File: src/fsk_pkg.sv
// Package for the frequency shift keying sweep engine
package fsk_pkg;

  // Byte addresses of the register port
  localparam logic [5:0] ADDR_LOW_TONE   = 6'h04;
  localparam logic [5:0] ADDR_HIGH_TONE  = 6'h0a;
  localparam logic [5:0] ADDR_STEP       = 6'h10;
  localparam logic [5:0] ADDR_INTERVAL   = 6'h1a;
  localparam logic [5:0] ADDR_CONTROL    = 6'h1f;

  // Control byte fields
  localparam int CTRL_MODE_LSB  = 0;
  localparam int CTRL_TRI_BIT   = 5;
  localparam int CTRL_SCLR_BIT  = 6;
  localparam int CTRL_FCLR_BIT  = 7;
  localparam logic [7:0] CTRL_RESET = 8'h00;

  localparam int WORD_W     = 48;
  localparam int INTERVAL_W = 20;
  localparam logic [INTERVAL_W-1:0] INTERVAL_RESET = 20'h0_0001;
  localparam logic [WORD_W-1:0] WORD_RESET = 48'h0000_0000_0000;

  typedef enum logic [2:0] {
    FSK_MODE_SINGLE  = 3'b000,
    FSK_MODE_KEYED   = 3'b001,
    FSK_MODE_RAMPED  = 3'b010,
    FSK_MODE_CHIRP   = 3'b011,
    FSK_MODE_PHASE   = 3'b100
  } fsk_mode_type;

  // Active register set, copied on update
  typedef struct packed {
    logic [WORD_W-1:0]     low_tone_word;
    logic [WORD_W-1:0]     high_tone_word;
    logic [WORD_W-1:0]     step_word;
    logic [INTERVAL_W-1:0] interval;
    logic [7:0]            control;
  } fsk_regs_type;

  // Byte-wide register write request
  typedef struct packed {
    logic       wr;
    logic [5:0] addr;
    logic [7:0] data;
  } fsk_wr_type;

endpackage

File: src/fsk_rate_timer.sv
// Ramp interval down counter
`timescale 1ns/1ps
`default_nettype none
module fsk_rate_timer
  import fsk_pkg::*;
#(
  parameter int CNT_W = INTERVAL_W
) (
  // Clock and reset
  input  wire logic             mclk_in,
  input  wire logic             sys_rst_in,
  input  wire logic             clk_en_in,
  // Control
  input  wire logic             run_in,
  input  wire logic             restart_in,
  input  wire logic [CNT_W-1:0] interval_in,
  // Tick
  output logic                  tick_out
);

  logic [CNT_W-1:0] count;

  // Reload with N on each zero gives N+1 cycles between ticks
  // Live interval value is reloaded so slope changes apply from the next reload
  always_ff @(posedge mclk_in or posedge sys_rst_in) begin
    if (sys_rst_in) begin
      count    <= '0;
      tick_out <= 1'b0;
    end else if (clk_en_in) begin
      tick_out <= 1'b0;
      if (!run_in || restart_in) begin
        count <= interval_in;
      end else if (count == '0) begin
        count    <= interval_in;
        tick_out <= 1'b1;
      end else begin
        count <= count - 1'b1;
      end
    end
  end

endmodule
`default_nettype wire

File: src/fsk_sweep_engine.sv
// Tuning word selection and ramped sweep engine
`timescale 1ns/1ps
`default_nettype none

// Overview of operation
// - Unramped mode: keying low selects low tone word, high selects high.
// - Word switches keep phase; only the phase increment changes.
// - Ramped mode steps through intermediate frequencies between the tone words.
// - Ramp timer is a 20-bit down counter pulsing once at zero.
// - Ramp timer starts whenever the keying input changes level, outside triangle sweep.
// - Ramp pulses are N+1 clocks apart, N from 1 to 2^20-1.
// - Each ramp pulse adds the step word into the sweep accumulator; the last one sets it to the span.
// - Accumulator is added to or subtracted from the start word.
// - At destination the timer stops and the output holds.
// - Early keying toggle reverses the ramp immediately, same rate and step.
// - Triangle bit sweeps continuously between words and ignores keying.
// - Triangle sweep starts at the word chosen by keying level.
// - New step or interval values apply to an ongoing ramp.
// - Sweep clear zeroes the accumulator for one clock, ramp restarts.
// - Held sweep clear pulses again on every update edge.
// - Full clear holds both accumulators at zero until released.
// - Low word at addresses 4 to 9, high word at A to F.
// - Three-bit mode field in control register at address 1F.
// - Written values take effect only on an update pulse.
module fsk_sweep_engine
  import fsk_pkg::*;
(
  // Clock, reset, enable
  input  wire logic              mclk_in,
  input  wire logic              sys_rst_in,
  input  wire logic              clk_en_in,
  // Register byte port
  input  wire logic              reg_wr_in,
  input  wire logic [5:0]        reg_addr_in,
  input  wire logic [7:0]        reg_data_in,
  input  wire logic              reg_rd_in,
  output logic      [7:0]        reg_rdata_out,
  // Update and keying pins
  input  wire logic              io_update_in,
  input  wire logic              keying_input_in,
  // Phase accumulator result and destination flag
  output logic      [WORD_W-1:0] phase_increment_out,
  output logic      [WORD_W-1:0] phase_accumulator_out,
  output logic                   at_destination_out
);

  fsk_wr_type   wr_req;
  fsk_regs_type shadow;
  fsk_regs_type active;
  logic [2:0]   key_sync;
  logic [2:0]   upd_sync;
  logic         key_lvl;
  logic         key_prev;
  logic         key_edge;
  logic         upd_edge;
  logic         tri_prev;
  logic         tri_rise;
  logic         sclr_pulse;
  logic         ramp_up;
  logic         running;
  logic         tick;
  logic         restart;
  logic [WORD_W-1:0] sweep_accumulator;
  logic [WORD_W-1:0] next_sweep;
  logic [WORD_W-1:0] next_freq;
  logic [WORD_W-1:0] span;
  logic              reached;
  fsk_mode_type      mode;
  logic              tri_on;
  logic              fclr;

  assign wr_req = '{wr: reg_wr_in, addr: reg_addr_in, data: reg_data_in};
  assign mode   = fsk_mode_type'(active.control[CTRL_MODE_LSB +: 3]);
  assign tri_on = active.control[CTRL_TRI_BIT];
  assign fclr   = active.control[CTRL_FCLR_BIT];

  // Byte lane write into a 48-bit word, low byte at the lowest address
  function automatic logic [WORD_W-1:0] put_byte(input logic [WORD_W-1:0] w,
                                                  input logic [5:0] idx,
                                                  input logic [7:0] b);
    logic [WORD_W-1:0] r;
    r = w;
    r[idx[2:0]*8 +: 8] = b;
    return r;
  endfunction

  // Shadow registers loaded by byte writes
  always_ff @(posedge mclk_in or posedge sys_rst_in) begin
    if (sys_rst_in) begin
      shadow <= '{WORD_RESET, WORD_RESET, WORD_RESET, INTERVAL_RESET, CTRL_RESET};
    end else if (clk_en_in && wr_req.wr) begin
      if (wr_req.addr >= ADDR_LOW_TONE && wr_req.addr < ADDR_HIGH_TONE) begin
        shadow.low_tone_word <= put_byte(shadow.low_tone_word, wr_req.addr - ADDR_LOW_TONE, wr_req.data);
      end else if (wr_req.addr >= ADDR_HIGH_TONE && wr_req.addr < ADDR_STEP) begin
        shadow.high_tone_word <= put_byte(shadow.high_tone_word, wr_req.addr - ADDR_HIGH_TONE, wr_req.data);
      end else if (wr_req.addr >= ADDR_STEP && wr_req.addr < ADDR_STEP + 6'h06) begin
        shadow.step_word <= put_byte(shadow.step_word, wr_req.addr - ADDR_STEP, wr_req.data);
      end else if (wr_req.addr >= ADDR_INTERVAL && wr_req.addr < ADDR_INTERVAL + 6'h03) begin
        case (wr_req.addr - ADDR_INTERVAL)
          6'h00:   shadow.interval[7:0]   <= wr_req.data;
          6'h01:   shadow.interval[15:8]  <= wr_req.data;
          default: shadow.interval[19:16] <= wr_req.data[3:0];
        endcase
      end else if (wr_req.addr == ADDR_CONTROL) begin
        shadow.control <= wr_req.data;
      end
    end
  end

  // Read back of shadow bytes; unmapped addresses read zero
  always_ff @(posedge mclk_in or posedge sys_rst_in) begin
    if (sys_rst_in) begin
      reg_rdata_out <= 8'h00;
    end else if (clk_en_in && reg_rd_in) begin
      if (reg_addr_in >= ADDR_LOW_TONE && reg_addr_in < ADDR_HIGH_TONE) begin
        reg_rdata_out <= shadow.low_tone_word[(reg_addr_in - ADDR_LOW_TONE)*8 +: 8];
      end else if (reg_addr_in >= ADDR_HIGH_TONE && reg_addr_in < ADDR_STEP) begin
        reg_rdata_out <= shadow.high_tone_word[(reg_addr_in - ADDR_HIGH_TONE)*8 +: 8];
      end else if (reg_addr_in >= ADDR_STEP && reg_addr_in < ADDR_STEP + 6'h06) begin
        reg_rdata_out <= shadow.step_word[(reg_addr_in - ADDR_STEP)*8 +: 8];
      end else if (reg_addr_in >= ADDR_INTERVAL && reg_addr_in < ADDR_INTERVAL + 6'h03) begin
        reg_rdata_out <= 8'(shadow.interval >> ((reg_addr_in - ADDR_INTERVAL)*8));
      end else if (reg_addr_in == ADDR_CONTROL) begin
        reg_rdata_out <= shadow.control;
      end else begin
        reg_rdata_out <= 8'h00;
      end
    end
  end

  // Pin synchronisers; stage 0 feeds only stage 1
  always_ff @(posedge mclk_in or posedge sys_rst_in) begin
    if (sys_rst_in) begin
      key_sync <= 3'b000;
      upd_sync <= 3'b000;
    end else if (clk_en_in) begin
      key_sync <= {key_sync[1:0], keying_input_in};
      upd_sync <= {upd_sync[1:0], io_update_in};
    end
  end

  assign key_lvl  = key_sync[1];
  assign key_edge = key_sync[1] ^ key_sync[2];
  assign upd_edge = upd_sync[1] & ~upd_sync[2];

  // Copy to the working set only on an update edge
  always_ff @(posedge mclk_in or posedge sys_rst_in) begin
    if (sys_rst_in) begin
      active <= '{WORD_RESET, WORD_RESET, WORD_RESET, INTERVAL_RESET, CTRL_RESET};
    end else if (clk_en_in && upd_edge) begin
      active <= shadow;
    end
  end

  // One-shot sweep clear on each update while the bit is set
  always_ff @(posedge mclk_in or posedge sys_rst_in) begin
    if (sys_rst_in) begin
      sclr_pulse <= 1'b0;
    end else if (clk_en_in) begin
      sclr_pulse <= upd_edge & shadow.control[CTRL_SCLR_BIT];
    end
  end

  always_ff @(posedge mclk_in or posedge sys_rst_in) begin
    if (sys_rst_in) begin
      tri_prev <= 1'b0;
      key_prev <= 1'b0;
    end else if (clk_en_in) begin
      tri_prev <= tri_on;
      key_prev <= key_lvl;
    end
  end

  assign tri_rise = tri_on & ~tri_prev & (mode == FSK_MODE_RAMPED);

  // Direction: keying in normal ramp, self-reversing in triangle
  always_ff @(posedge mclk_in or posedge sys_rst_in) begin
    if (sys_rst_in) begin
      ramp_up <= 1'b0;
    end else if (clk_en_in) begin
      if (tri_rise) begin
        ramp_up <= ~key_lvl;
      end else if (tri_on) begin
        if (reached) begin
          ramp_up <= ~ramp_up;
        end
      end else begin
        ramp_up <= key_lvl;
      end
    end
  end

  // Distance between the tone words; host keeps high above low
  assign span = active.high_tone_word - active.low_tone_word;
  assign reached = (sweep_accumulator == span);

  // Timer runs while moving; a keying edge restarts it
  always_ff @(posedge mclk_in or posedge sys_rst_in) begin
    if (sys_rst_in) begin
      running <= 1'b0;
    end else if (clk_en_in) begin
      if (mode != FSK_MODE_RAMPED || fclr) begin
        running <= 1'b0;
      end else if ((key_edge && !tri_on) || tri_rise || sclr_pulse) begin
        running <= 1'b1;
      end else if (reached && !tri_on) begin
        running <= 1'b0;
      end
    end
  end

  // Keying is ignored while the triangle sweep runs
  assign restart = (key_edge & ~tri_on) | tri_rise | sclr_pulse;

  fsk_rate_timer #(
    .CNT_W(INTERVAL_W)
  ) u_timer (
    .mclk_in    (mclk_in),
    .sys_rst_in (sys_rst_in),
    .clk_en_in  (clk_en_in),
    .run_in     (running),
    .restart_in (restart),
    .interval_in(active.interval),
    .tick_out   (tick)
  );

  // Accumulator counts distance from the start word of the current leg.
  // A reversal mirrors it so the frequency continues without a jump.
  always_comb begin
    next_sweep = sweep_accumulator;
    if ((key_edge && !tri_on && running) || (tri_on && reached && !tri_rise)) begin
      next_sweep = span - sweep_accumulator;
    end else if (tick && running) begin
      if (span - sweep_accumulator <= active.step_word) begin
        next_sweep = span;
      end else begin
        next_sweep = sweep_accumulator + active.step_word;
      end
    end
  end

  // Sweep accumulator with clears
  always_ff @(posedge mclk_in or posedge sys_rst_in) begin
    if (sys_rst_in) begin
      sweep_accumulator <= WORD_RESET;
    end else if (clk_en_in) begin
      if (fclr || sclr_pulse || tri_rise || mode != FSK_MODE_RAMPED) begin
        sweep_accumulator <= WORD_RESET;
      end else if (key_edge && !tri_on && !running) begin
        sweep_accumulator <= WORD_RESET;
      end else begin
        sweep_accumulator <= next_sweep;
      end
    end
  end

  // Frequency selection by mode
  always_comb begin
    case (mode)
      FSK_MODE_KEYED: begin
        next_freq = key_lvl ? active.high_tone_word : active.low_tone_word;
      end
      FSK_MODE_RAMPED: begin
        // Leg start is the opposite word of the direction travelled
        next_freq = ramp_up ? active.low_tone_word + sweep_accumulator
                            : active.high_tone_word - sweep_accumulator;
      end
      default: begin
        next_freq = active.low_tone_word;
      end
    endcase
  end

  // Only the increment changes; phase keeps running
  always_ff @(posedge mclk_in or posedge sys_rst_in) begin
    if (sys_rst_in) begin
      phase_increment_out   <= WORD_RESET;
      phase_accumulator_out <= WORD_RESET;
    end else if (clk_en_in) begin
      if (fclr) begin
        phase_increment_out   <= WORD_RESET;
        phase_accumulator_out <= WORD_RESET;
      end else begin
        phase_increment_out   <= next_freq;
        phase_accumulator_out <= phase_accumulator_out + phase_increment_out;
      end
    end
  end

  always_ff @(posedge mclk_in or posedge sys_rst_in) begin
    if (sys_rst_in) begin
      at_destination_out <= 1'b0;
    end else if (clk_en_in) begin
      at_destination_out <= reached & (mode == FSK_MODE_RAMPED);
    end
  end

endmodule
`default_nettype wire

File: config.mk
export PLATFORM = sky130hd
export DESIGN_NAME = fsk_sweep_engine
export DESIGN_NICKNAME = d
export VERILOG_FILES = /design/src/fsk_pkg.sv /design/src/fsk_rate_timer.sv /design/src/fsk_sweep_engine.sv
export SDC_FILE = /design/constraint.sdc
export NUM_CORES = 2
export LEC_CHECK = 0
export ABC_AREA = 1
export BUFFER_PORTS_ARGS = -buffer_cell sky130_fd_sc_hd__buf_2
export CAP_MARGIN = 30
export CORE_MARGIN = 2
export CORE_UTILIZATION = 45
export CTS_CLUSTER_SIZE = 12
export DETAILED_ROUTE_END_ITERATION = 12
export GPL_ROUTABILITY_DRIVEN = 0
export SYNTH_ARGS = -nofsm -noshare
export SYNTH_HDL_FRONTEND = slang
export SYNTH_SLANG_ARGS = --single-unit
File: constraint.sdc
create_clock -name mclk_in -period 41.6 [get_ports mclk_in]
set_input_delay 4.16 -clock mclk_in [delete_from_list [all_inputs] [get_ports mclk_in]]
set_output_delay 4.16 -clock mclk_in [all_outputs]
set_load 0.03 [all_outputs]
==> results.yml <==
outcome:
  outcome: "finished, final reports clean"
clock_network:
  cts_sinks: 525
  h-tree-depth: 2
  cts_setup_buffers: 0
  cts_tree: "built"
  cts_buffers: 60
  clk_path_buf_depth: 3
  clock_latency_ns: 0.71
  clock-root-buffer: "clkbuf_16"
  cts_resized: 0
  cts_hold_buf: 0
  clkTransAtPathRegs_ns: 0.06
grt:
  antenna_found_initial: 6
  first_global_vias: 46205
  grt_pass1_wl_um: 306000
  overflow: 0
  grt_usage_pct: 38.9
  grt_max_degree: 115
detailed_routing:
  vias_per_cell: 5.89
  wirelength_um: 212000
  wl_per_cell_um: 24.3
  first_iter_violations: 6878
  ant_nets: 0
  vias: 51273
  drc: 0
  drtPass1Iterations: 10
timing:
  timing.hold.ws_ns: 0.475
  min_period_over_period_pct: 19.7
  setup_ws_ns: 33.41
  fin_crit_ns: 8.19
  max_slew_margin_pct: 33.1
  rsz0062_at_grt: "no"
  fmax_mhz: 122
  final_max_slew_viol_count: 0
  fin_setup_tns_ns: 0
  finalHoldViolations: 0
  skew_ns: 0.0582
  setup_viol: 0
  worst_slew_pin_slew_ns: 1.00
floorplanning:
  die_h_um: 325
  die_area_um2: 106000
  fp.dieW_um: 325
  coreArea_um2: 102000
  ioPinCount: 126
  rows: 117
  start_util_pct: 45.5
cells_and_area:
  area_growth_syn_to_layout_pct: 8.94
  fin_nets: 7654
  drive_above_1_share_pct: 4.94
  fin_cells: 8702
place:
  io_buffers: 125
  placed_cells: 8582
  hpwl_um: 172000
  pre_cts_ws_ns: 33.45
yosys:
  synth_cells: 7244
  synth-seq-area-share_pct: 28.3
  synth_commonest_cells: "nand2_1 (1848), inv_1 (1045), o21ai_0 (812)"
  synth_nets: 7619
  synth_warnings: 0
  ys_seq_elements: 525
  synth.distinct_cells: 62
  netlist_area_um2: 46500
  async_flop_share_pct: 100
  synth_top_area_share_pct: 28.2
  synth.most_common_cell: "nand2_1"
  yosys.area.top_type: "dfrtp_1"
  syn_area_per_cell_um2: 6.42
  synthFlopType: "dfrtp_1"
  synth-edff-count: 0
  ys_top_cells_by_area: "dfrtp_1 (28%), nand2_1 (15%), ha_1 (9.4%), o21ai_0 (8.7%), inv_1 (8.4%)"
worst_setup_path:
  timing_worst_setup_path_type: "reg -> reg"
  path_max_fanout: 60
  crit_slowest_cell: "o21ai_0"
  cp_common_cell: "nand2_1"
  rr_worst_depth: 35
  cp-start-kind: "flip-flop"
  required_ns: 42.14
  arrival_ns: 8.74
  crit_path_end_kind: "flip-flop"
  r2r_slack_ns: 33.41
  critPathMaxStageDelay_ns: 0.82
power:
  p_leak_nw: 25.3
  power_density_nw_per_um2: 87.7
  peakVddDrop_v: 0.000113
  power.total_mw: 4.44
run:
  maxCapViolCount: 0
worst_hold_path:
  hold_path.class: "reg -> reg"
  whs_path_depth: 2
cell type report:
class                      instances  area, um2
multi-input combinational       5460      28600
timing repair buffer             162       1020
sequential                       525      13100
clock buffer                      87       1750
inverter                        1070       4030
fill                           10884      51500
antenna                            5       12.5
tap                             1368       1710
clock inverter                    25        370
registers in the layout, summed over array words and instances (netlist names):
name and count:
ramp_up 1, u_timer.tick_out 1, tri_prev 1, key_sync 3
sclr_pulse 1, u_timer.count 20, sweep_accumulator 48, running 1
phase_accumulator_out 48, phase_increment_out 48, shadow 172, at_destination_out 1
upd_sync 3, active 169, reg_rdata_out 8
layout by cell type (no fill, tap or decap), drive strengths merged, types with 11 or more instances in the layout:
cell type	netlist	layout
a21oi	634	634
buf	42	162
a31oi	52	52
o21bai	53	53
a21o	29	29
or2	13	13
xnor2	21	21
ha	348	348
dfrtp	523	523
clkbuf	147	87
nor4	22	22
a22o	17	17
nand4	80	80
inv	1063	1064
nand3	395	395
xor2	105	105
clkinv	7	22
mux2	26	26
nor2	693	693
nor3	75	75
o41ai	11	11
o31ai	26	26
o211ai	63	63
nand2	1855	1855
o21ai	865	865
cell families after synthesis:
kind of cell / after synthesis / share of synthesized area, %
adder cells (fa/ha/maj): 354 / 9.62
AO/OA/AOI/OAI: 1799 / 21.0
flip-flops: 525 / 28.3
XOR/XNOR: 126 / 2.37
buffers and inverters: 1259 / 10.3
multiplexers: 30 / 0.716
AND/OR/NAND/NOR: 3151 / 27.8
metrics by stage:
| stage | util [%] | area (um2) |
|---|---|---|
| finish | 49.6 | 50600 |
| global route | 49.6 | 50600 |
| CTS | 49.5 | 50600 |
| detailed placement | 47.4 | 48400 |
| global placement | 47.3 | 48300 |
| floorplan | - | 46500 |
power by group:
| part | switching, mW | total, mW | internal (mW) | leakage [nW] |
|---|---|---|---|---|
| clock network | 0.240 | 0.577 | 0.337 | 1.04 |
| registers | 0.196 | 0.809 | 0.613 | 6.80 |
| logic | 2.16 | 3.05 | 0.889 | 17.5 |
| total | 2.60 | 4.44 | 1.84 | 25.3 |
worst paths after layout:
check / startpoint / to
max in group asynchronous: sys_rst_in / active[165]$_DFFE_PP0P_
max: active[76]$_DFFE_PP0P_ / sweep_accumulator[40]$_DFFE_PP0P_
max reg2reg: active[76]$_DFFE_PP0P_ / sweep_accumulator[40]$_DFFE_PP0P_
min reg2reg: key_sync[0]$_DFFE_PP0P_ / key_sync[0]$_DFFE_PP0P_
min: key_sync[0]$_DFFE_PP0P_ / key_sync[0]$_DFFE_PP0P_
min in group asynchronous: sys_rst_in / active[10]$_DFFE_PP0P_
metal layers:
metal,GRT usage (%),part of all wire [%],up-vias
met1,51.8,40,23765
met4,24.6,7.8,0
li1,-,-,23947
met2,55.9,40,2959
met3,9.89,12,602
met5,0,0,-
worst max-delay path, delay by kind of cell (launching register included):
family,cells,cell delay (ns)
xor+xnor,2,0.61
compound gates,9,3.18
buf+inv,6,0.94
fa+ha+maj,4,1.44
flops,1,0.32
simple gates,14,1.58
(Power assumes the default switching activity.)
